<file path="src/include/nds_pkg.sv">
// Purpose: shared constants and types for the divide sequencer
// Assumes: 16-bit words, eight general registers
// Notes:   states are listed here so the bench can name them
package nds_pkg;
   // ---------------------------------------------------------------
   // constants
   // ---------------------------------------------------------------
   localparam int          DATA_W     = 16;
   localparam int          REM_W      = 18;
   localparam int          GR_AW      = 3;
   localparam logic [3:0]  STEP_INIT  = 4'hF;      // octal 17
   localparam logic [15:0] MOST_NEG   = 16'h8000;
   localparam logic [15:0] WORD_ZERO  = 16'h0000;
   localparam int          SIGN_BIT   = 15;
   localparam int          PAIR_BIT   = 0;

   // ---------------------------------------------------------------
   // types
   // ---------------------------------------------------------------
   typedef struct packed {
      logic [15:0] dividend_hi;
      logic [15:0] dividend_lo;
      logic [15:0] divisor;
      logic [2:0]  reg_sel;
   } nds_op_t;

   typedef struct packed {
      logic n;
      logic z;
      logic v;
      logic c;
   } nds_cc_t;

   typedef struct packed {
      logic        en;
      logic [2:0]  addr;
      logic [15:0] data;
   } nds_gr_wr_t;

   typedef enum logic [3:0] {
      st_idle,
      st_check,
      st_setup,
      st_dividend_negate,
      st_neg_carry,
      st_neg_hi,
      st_neg_test,
      st_first,
      st_loop,
      st_result_correction,
      st_rem_fix,
      st_rem_cpl,
      st_rem_final,
      st_quo_store
   } nds_state_t;
endpackage

</file>
<file path="src/verilog/nds_divider.sv">
// Purpose: signed 32-by-16 non-restoring divide sequencer, one state per clock
// Assumes: start_in is a one-cycle pulse while busy_out is low
// Notes:   results leave as general-register writes and condition codes
//
// Function
// - divisor held in divisor register; dividend high and low words in their registers
// - each step shifts dividend left, new quotient bit enters low end
// - loop always works on a non-negative dividend; divisor may be either sign
// - zero divisor aborts and sets carry, overflow and zero flags
// - branches use flags loaded one state earlier
// - low word negated in one state as zero minus low word
// - low-word carry becomes a 1, applied to the upper word complement
// - dividend still negative after negation aborts the divide
// - no underflow on first cycle means overflow and abort
// - subtract when divisor sign and quotient lsb differ, else add
// - carry out of the top bit is the new quotient bit
// - after fifteen loop steps remainder is written, then branch on correction
// - final quotient bit zero means remainder corrected by divisor magnitude
// - remainder complement prepared without disturbing the remainder
// - negative original dividend stores the complemented remainder
// - quotient stored as is for equal signs, negated for differing signs
// - negated quotient equal to most negative value is a divide error
`timescale 1ns/10ps
`default_nettype none

module nds_divider (
   input  wire logic               clk_in,
   input  wire logic               sys_rst_in,
   input  wire logic               start_in,
   input  wire nds_pkg::nds_op_t   op_in,
   output var  logic               busy_out,
   output var  logic               done_out,
   output var  logic               error_out,
   output var  nds_pkg::nds_gr_wr_t gr_wr_out,
   output var  nds_pkg::nds_cc_t   cc_out
);
   // ---------------------------------------------------------------
   // state and registers
   // ---------------------------------------------------------------
   nds_pkg::nds_state_t  state_reg;
   nds_pkg::nds_state_t  state_next;
   logic [15:0]          divisor_holding_reg;
   logic [15:0]          divisor_holding_next;
   logic [17:0]          upper_dividend_reg;
   logic [17:0]          upper_dividend_next;
   logic [15:0]          lower_dividend_quotient_reg;
   logic [15:0]          lower_dividend_quotient_next;
   logic [15:0]          neg_lo_reg;
   logic [15:0]          neg_lo_next;
   logic [15:0]          rem_cpl_reg;
   logic [15:0]          rem_cpl_next;
   logic [3:0]           step_counter_reg;
   logic [3:0]           step_counter_next;
   logic [2:0]           reg_sel_reg;
   logic [2:0]           reg_sel_next;
   nds_pkg::nds_cc_t     cc_reg;
   nds_pkg::nds_cc_t     cc_next;
   nds_pkg::nds_gr_wr_t  gr_wr_reg;
   nds_pkg::nds_gr_wr_t  gr_wr_next;
   logic                 busy_reg;
   logic                 busy_next;
   logic                 done_reg;
   logic                 done_next;
   logic                 error_reg;
   logic                 error_next;

   // ---------------------------------------------------------------
   // datapath decode
   // ---------------------------------------------------------------
   wire        quotient_lsb  = lower_dividend_quotient_reg[0];
   wire        divisor_neg   = divisor_holding_reg[nds_pkg::SIGN_BIT];
   wire [17:0] divisor_ext   = {{2{divisor_neg}}, divisor_holding_reg};
   wire [17:0] shifted_rem   = {upper_dividend_reg[16:0], lower_dividend_quotient_reg[15]};
   // the first step sees a non-negative remainder, as if quotient_lsb were 1
   wire        op_sub        = (state_reg == nds_pkg::st_first) ? ~divisor_neg
                                                                : (quotient_lsb ^ divisor_neg);
   wire [17:0] step_sum      = op_sub ? (shifted_rem - divisor_ext) : (shifted_rem + divisor_ext);
   wire        new_bit       = ~step_sum[17];
   wire [15:0] step_lower    = {lower_dividend_quotient_reg[14:0], new_bit};
   wire [15:0] low_negated   = nds_pkg::WORD_ZERO - lower_dividend_quotient_reg;
   wire        low_carry     = (lower_dividend_quotient_reg == nds_pkg::WORD_ZERO);
   wire [15:0] hi_negated    = (~upper_dividend_reg[15:0]) + {15'h0, lower_dividend_quotient_reg[0]};
   wire [17:0] corr_sum      = divisor_neg ? (upper_dividend_reg - divisor_ext)
                                           : (upper_dividend_reg + divisor_ext);
   wire [15:0] rem_negated   = nds_pkg::WORD_ZERO - upper_dividend_reg[15:0];
   wire        signs_differ  = cc_reg.n ^ divisor_neg;
   wire [15:0] quo_negated   = nds_pkg::WORD_ZERO - lower_dividend_quotient_reg;
   wire [15:0] quo_final     = signs_differ ? quo_negated : lower_dividend_quotient_reg;
   wire        quo_bad       = signs_differ && (quo_negated == nds_pkg::MOST_NEG);
   wire [15:0] rem_final     = cc_reg.n ? rem_cpl_reg : upper_dividend_reg[15:0];
   wire [2:0]  even_addr     = {reg_sel_reg[2:1], 1'b0};
   wire [2:0]  odd_addr      = reg_sel_reg | 3'h1;

   // ---------------------------------------------------------------
   // sequencer
   // ---------------------------------------------------------------
   always_comb begin
      state_next                   = state_reg;
      divisor_holding_next         = divisor_holding_reg;
      upper_dividend_next          = upper_dividend_reg;
      lower_dividend_quotient_next = lower_dividend_quotient_reg;
      neg_lo_next                  = neg_lo_reg;
      rem_cpl_next                 = rem_cpl_reg;
      step_counter_next            = step_counter_reg;
      reg_sel_next                 = reg_sel_reg;
      cc_next                      = cc_reg;
      gr_wr_next                   = '0;
      busy_next                    = busy_reg;
      done_next                    = 1'b0;
      error_next                   = 1'b0;
      case (state_reg)
         nds_pkg::st_idle: begin
            if (start_in) begin
               divisor_holding_next         = op_in.divisor;
               upper_dividend_next          = {2'b00, op_in.dividend_hi};
               lower_dividend_quotient_next = op_in.dividend_lo;
               reg_sel_next                 = op_in.reg_sel;
               busy_next                    = 1'b1;
               state_next                   = nds_pkg::st_check;
            end
         end
         nds_pkg::st_check: begin
            // flags loaded here are what the next state branches on
            cc_next.n  = upper_dividend_reg[nds_pkg::SIGN_BIT];
            cc_next.z  = (divisor_holding_reg == nds_pkg::WORD_ZERO);
            state_next = nds_pkg::st_setup;
         end
         nds_pkg::st_setup: begin
            if (cc_reg.z) begin
               cc_next    = '{n: 1'b0, z: 1'b1, v: 1'b1, c: 1'b1};
               error_next = 1'b1;
               busy_next  = 1'b0;
               state_next = nds_pkg::st_idle;
            end else if (cc_reg.n) begin
               state_next = nds_pkg::st_dividend_negate;
            end else begin
               step_counter_next = nds_pkg::STEP_INIT;
               state_next        = nds_pkg::st_first;
            end
         end
         nds_pkg::st_dividend_negate: begin
            neg_lo_next                  = low_negated;
            lower_dividend_quotient_next = {15'h0, low_carry};
            state_next                   = nds_pkg::st_neg_hi;
         end
         nds_pkg::st_neg_hi: begin
            upper_dividend_next          = {2'b00, hi_negated};
            lower_dividend_quotient_next = neg_lo_reg;
            state_next                   = nds_pkg::st_neg_test;
         end
         nds_pkg::st_neg_test: begin
            if (upper_dividend_reg[nds_pkg::SIGN_BIT]) begin
               cc_next.v  = 1'b1;
               error_next = 1'b1;
               busy_next  = 1'b0;
               state_next = nds_pkg::st_idle;
            end else begin
               step_counter_next = nds_pkg::STEP_INIT;
               state_next        = nds_pkg::st_first;
            end
         end
         nds_pkg::st_first: begin
            if (new_bit) begin
               cc_next.v  = 1'b1;
               error_next = 1'b1;
               busy_next  = 1'b0;
               state_next = nds_pkg::st_idle;
            end else begin
               upper_dividend_next          = step_sum;
               lower_dividend_quotient_next = step_lower;
               state_next                   = nds_pkg::st_loop;
            end
         end
         nds_pkg::st_loop: begin
            upper_dividend_next          = step_sum;
            lower_dividend_quotient_next = step_lower;
            step_counter_next            = step_counter_reg - 4'h1;
            if (step_counter_reg == 4'h1) begin
               state_next = nds_pkg::st_result_correction;
            end
         end
         nds_pkg::st_result_correction: begin
            gr_wr_next = '{en: 1'b1, addr: odd_addr, data: upper_dividend_reg[15:0]};
            state_next = quotient_lsb ? nds_pkg::st_rem_cpl : nds_pkg::st_rem_fix;
         end
         nds_pkg::st_rem_fix: begin
            upper_dividend_next = corr_sum;
            state_next          = nds_pkg::st_rem_cpl;
         end
         nds_pkg::st_rem_cpl: begin
            rem_cpl_next = rem_negated;
            state_next   = nds_pkg::st_rem_final;
         end
         nds_pkg::st_rem_final: begin
            gr_wr_next = '{en: 1'b1, addr: odd_addr, data: rem_final};
            state_next = nds_pkg::st_quo_store;
         end
         nds_pkg::st_quo_store: begin
            busy_next  = 1'b0;
            state_next = nds_pkg::st_idle;
            if (quo_bad) begin
               cc_next.v  = 1'b1;
               error_next = 1'b1;
            end else begin
               gr_wr_next = '{en: 1'b1, addr: even_addr, data: quo_final};
               cc_next    = '{n: quo_final[nds_pkg::SIGN_BIT], z: (quo_final == nds_pkg::WORD_ZERO),
                              v: 1'b0, c: 1'b0};
               done_next  = 1'b1;
            end
         end
         default: begin
            busy_next  = 1'b0;
            state_next = nds_pkg::st_idle;
         end
      endcase
   end

   always_ff @(posedge clk_in) begin
      if (sys_rst_in) begin
         state_reg                   <= nds_pkg::st_idle;
         divisor_holding_reg         <= 16'h0000;
         upper_dividend_reg          <= 18'h00000;
         lower_dividend_quotient_reg <= 16'h0000;
         neg_lo_reg                  <= 16'h0000;
         rem_cpl_reg                 <= 16'h0000;
         step_counter_reg            <= 4'h0;
         reg_sel_reg                 <= 3'h0;
         cc_reg                      <= '0;
         gr_wr_reg                   <= '0;
         busy_reg                    <= 1'b0;
         done_reg                    <= 1'b0;
         error_reg                   <= 1'b0;
      end else begin
         state_reg                   <= state_next;
         divisor_holding_reg         <= divisor_holding_next;
         upper_dividend_reg          <= upper_dividend_next;
         lower_dividend_quotient_reg <= lower_dividend_quotient_next;
         neg_lo_reg                  <= neg_lo_next;
         rem_cpl_reg                 <= rem_cpl_next;
         step_counter_reg            <= step_counter_next;
         reg_sel_reg                 <= reg_sel_next;
         cc_reg                      <= cc_next;
         gr_wr_reg                   <= gr_wr_next;
         busy_reg                    <= busy_next;
         done_reg                    <= done_next;
         error_reg                   <= error_next;
      end
   end

   assign busy_out  = busy_reg;
   assign done_out  = done_reg;
   assign error_out = error_reg;
   assign gr_wr_out = gr_wr_reg;
   assign cc_out    = cc_reg;

   // ---------------------------------------------------------------
   // checks
   // ---------------------------------------------------------------
   logic [4:0] chk_loops_reg;
   always_ff @(posedge clk_in) begin
      if (sys_rst_in || state_reg == nds_pkg::st_first) begin
         chk_loops_reg <= 5'h00;
      end else if (state_reg == nds_pkg::st_loop) begin
         chk_loops_reg <= chk_loops_reg + 5'h01;
      end
   end
endmodule

`default_nettype wire

</file>
<file path="config.mk">
export PLATFORM = sky130hd
export DESIGN_NAME = nds_divider
export DESIGN_NICKNAME = d
export VERILOG_FILES = /design/src/include/nds_pkg.sv /design/src/verilog/nds_divider.sv
export SDC_FILE = /design/constraint.sdc
export NUM_CORES = 1
export LEC_CHECK = 0
export ABC_AREA = 1
export BUFFER_PORTS_ARGS = -buffer_cell sky130_fd_sc_hd__buf_4
export CAP_MARGIN = 5
export CORE_MARGIN = 4
export CORE_UTILIZATION = 35
export CTS_CLUSTER_SIZE = 14
export DETAILED_ROUTE_END_ITERATION = 8
export PLACE_DENSITY = 0.52
export SYNTH_ARGS = -nofsm -noshare
export SYNTH_HDL_FRONTEND = slang
export SYNTH_SLANG_ARGS = --single-unit
</file>
<file path="constraint.sdc">
create_clock -name clk_in -period 3.25 [get_ports clk_in]
set_clock_uncertainty 0.05 [all_clocks]
set_input_delay 0.65 -clock clk_in [delete_from_list [all_inputs] [get_ports clk_in]]
set_output_delay 0.65 -clock clk_in [all_outputs]
set_load 0.01 [all_outputs]
</file>
==> impl_metrics.tcl <==
set metrics [dict create \
    largest_reg_flops 20 \
    die_x_um 170 \
    placed_cells 2051 \
    gp_congestion 0.918 \
    tritoncts "done" \
    fp.dieArea_mm2 0.0289 \
    vias 10800 \
    synth_edf_count 0 \
    wl_per_cell_um 16.9 \
    cts_root_buffer "clkbuf_16" \
    outcome "finished, violations left" \
    worst_pin_slew_ps 764 \
    grt_first_pass_wirelength_um 55600 \
    clkSinkCount 118 \
    hold_viol 0 \
    setup_violations 36 \
    violations "negative setup slack" \
    antenna_left 0 \
    multi_input_area_mm2 0.00635 \
    worstSetupStartpointType "flop" \
    path_class "reg2reg" \
    cap_violations 0 \
    synth_area_leaders "dfxtp_1 26%, nand2_1 16%, o21ai_0 8.4%" \
    htreeDepth 4 \
    yosysMostFrequentCell "nand2_1" \
    rsz0062_at_grt "true" \
    drt_iter0_drc 860 \
    final_nets 1863 \
    instances_no_fill 2111 \
    ys_top_cells_by_count "400 x nand2_1, 193 x nor2_1, 174 x inv_1" \
    antenna_found_initial 0 \
    critPathMaxFanout 9 \
    synth_largest_area_cell "dfxtp_1" \
    gr-total-overflow 0 \
    synth_nets 1643 \
    yosys.area.top_type_share 0.257 \
    io_pins 81 \
    netlist_instances 1544 \
    clk_pin_slew_worst_paths_ps 60 \
    coreArea_mm2 0.0260 \
    power_leakage_nw 6.04 \
    cts_made_buffers 17 \
    grt_util_all_layers 0.244 \
    synthToLayoutAreaGrowth_pct 35.9 \
    first_pass_iters 5 \
    layout-drive-gt1-share 0.225 \
    yosys_register_bits 118 \
    relSlewSlack 0.488 \
    synth_area_mm2 0.00920 \
    vias_per_cell 5.11 \
    hp-class "reg2reg" \
    p_total_mw 15.0 \
    clk_latency_ps 420 \
    synth.avg_cell_area_um2 5.96 \
    setup_ws_ps -173 \
    grt_pass1_vias 10000 \
    holdWs_ps 397 \
    yosys_warnings 0 \
    period_needed_ps 3420 \
    slew_viol_final 0 \
    seq_area_frac_synth 0.257 \
    synth_ff_type "dfxtp_1" \
    ys_types 46 \
    seq_area_mm2 0.00237 \
    ir_worst_vdd_uv 405 \
    critPathCaptureType "flop" \
    finalCritPeriodShare 1.05 \
    drt-total-wl_um 35800 \
    antenna_cells 0 \
    fillers 2747 \
    required_ps 3560 \
    worst_ep_arrival_time_ps 3730 \
    max_freq_mhz 292 \
    grt_max_degree 55 \
    fp.dieH_um 170 \
    num_rows 59 \
    synthArstFlopShare 0 \
    powerDensity_mw_per_mm2 1200 \
    drcViolationCount 0 \
    pre_cts_ws_ps -620 \
    port-buffer-count 79 \
    clockBufferDepth 2 \
    start_util 0.354 \
    hpwl_um 27600 \
]
-- cell usage in the layout, fill, tap and decap left out, types with 13 or more instances in the layout --
| cell | n |
|---|---|
| nand2_1 | 378 |
| a21oi_1 | 115 |
| buf_4 | 238 |
| o21ai_0 | 138 |
| xor2_1 | 20 |
| clkbuf_16 | 17 |
| nand4_1 | 22 |
| inv_2 | 23 |
| o22ai_1 | 14 |
| nor2_1 | 187 |
| nand3_1 | 104 |
| a31oi_1 | 13 |
| dfxtp_1 | 114 |
| inv_1 | 169 |
| nand2_2 | 19 |
| ha_1 | 34 |
-- path summary, 6_finish.rpt --
check / from / to / slack (ps) / cells after the start
worst max-delay path: divisor_holding_reg[1]$_SDFFE_PP0P_ / lower_dividend_quotient_reg[11]$_SDFFE_PP0P_ / -170 / 26
worst min-delay path: reg_sel_reg[2]$_SDFFE_PP0P_ / gr_wr_out[18]$_SDFF_PP0_ / 400 / 2
worst max register to register: divisor_holding_reg[1]$_SDFFE_PP0P_ / lower_dividend_quotient_reg[11]$_SDFFE_PP0P_ / -170 / 26
worst min register to register: reg_sel_reg[2]$_SDFFE_PP0P_ / gr_wr_out[18]$_SDFF_PP0_ / 400 / 2
-- per-stage QoR --
step                utilization  setup TNS, ps  cell area [um2]
global route              0.481         -10300            12500
CTS                       0.471          -7530            12200
finish                    0.481          -4010            12500
floorplan                     -              0             9210
detailed placement        0.428         -20830            11100
global placement          0.428         -16760            11100
-- critical path: stages (launching register included) --
cell,delay (ps)
dfxtp_2,320
inv_2,70
ha_4,150
nand2_4,50
nor2_4,100
nand3_4,90
nor2_4,110
nand4_1,160
nor2_2,170
ha_1,270
o21ai_4,190
ha_4,250
a21oi_2,130
o21ai_2,70
inv_1,70
nand2_2,60
a21oi_4,140
nand2_2,90
nand3_4,80
nand2_4,70
buf_12,140
inv_12,70
buf_12,120
nand2_8,80
nand2_1,100
inv_2,30
nor2_1,100
-- power breakdown --
| part | internal, mW | switching (mW) |
|---|---|---|
| Combinational | 4.40 | 6.31 |
| Clock | 1.37 | 0.793 |
| Sequential | 1.78 | 0.402 |
| Total | 7.54 | 7.50 |
-- area by class of cell --
type,count,area share
timing repair buffer,248,0.157
tap,335,0.0335
clock inverter,14,0.0179
sequential,118,0.189
clock buffer,17,0.0340
multi-input combinational,1185,0.508
inverter,194,0.0593
-- what timing repair did --
action	4_1_cts	5_1_grt
setup endpoints to repair	37	37
gates resized for setup	69	50
hold buffers	0	0
setup buffers	19	8
cloned	4	0
pin swaps	28	30
-- layer usage --
layer	track usage	vias to the layer above	wire length (um)
li1	-	5516	-
met1	0.368	4889	17800
met2	0.365	352	15100
met3	0.0416	32	2310
met4	0.0538	0	521
met5	0	-	0
-- cell families (layout without fill, tap and decap cells) --
kind of cell	count (synthesis)	count (layout)	synth area share
flops	118	118	0.257
xor+xnor	27	27	0.0257
fa+ha+maj	45	45	0.0629
simple gates	774	775	0.355
compound gates	338	338	0.199
buf+inv	242	473	0.101
Note: power is estimated with default switching activity, not from simulation.
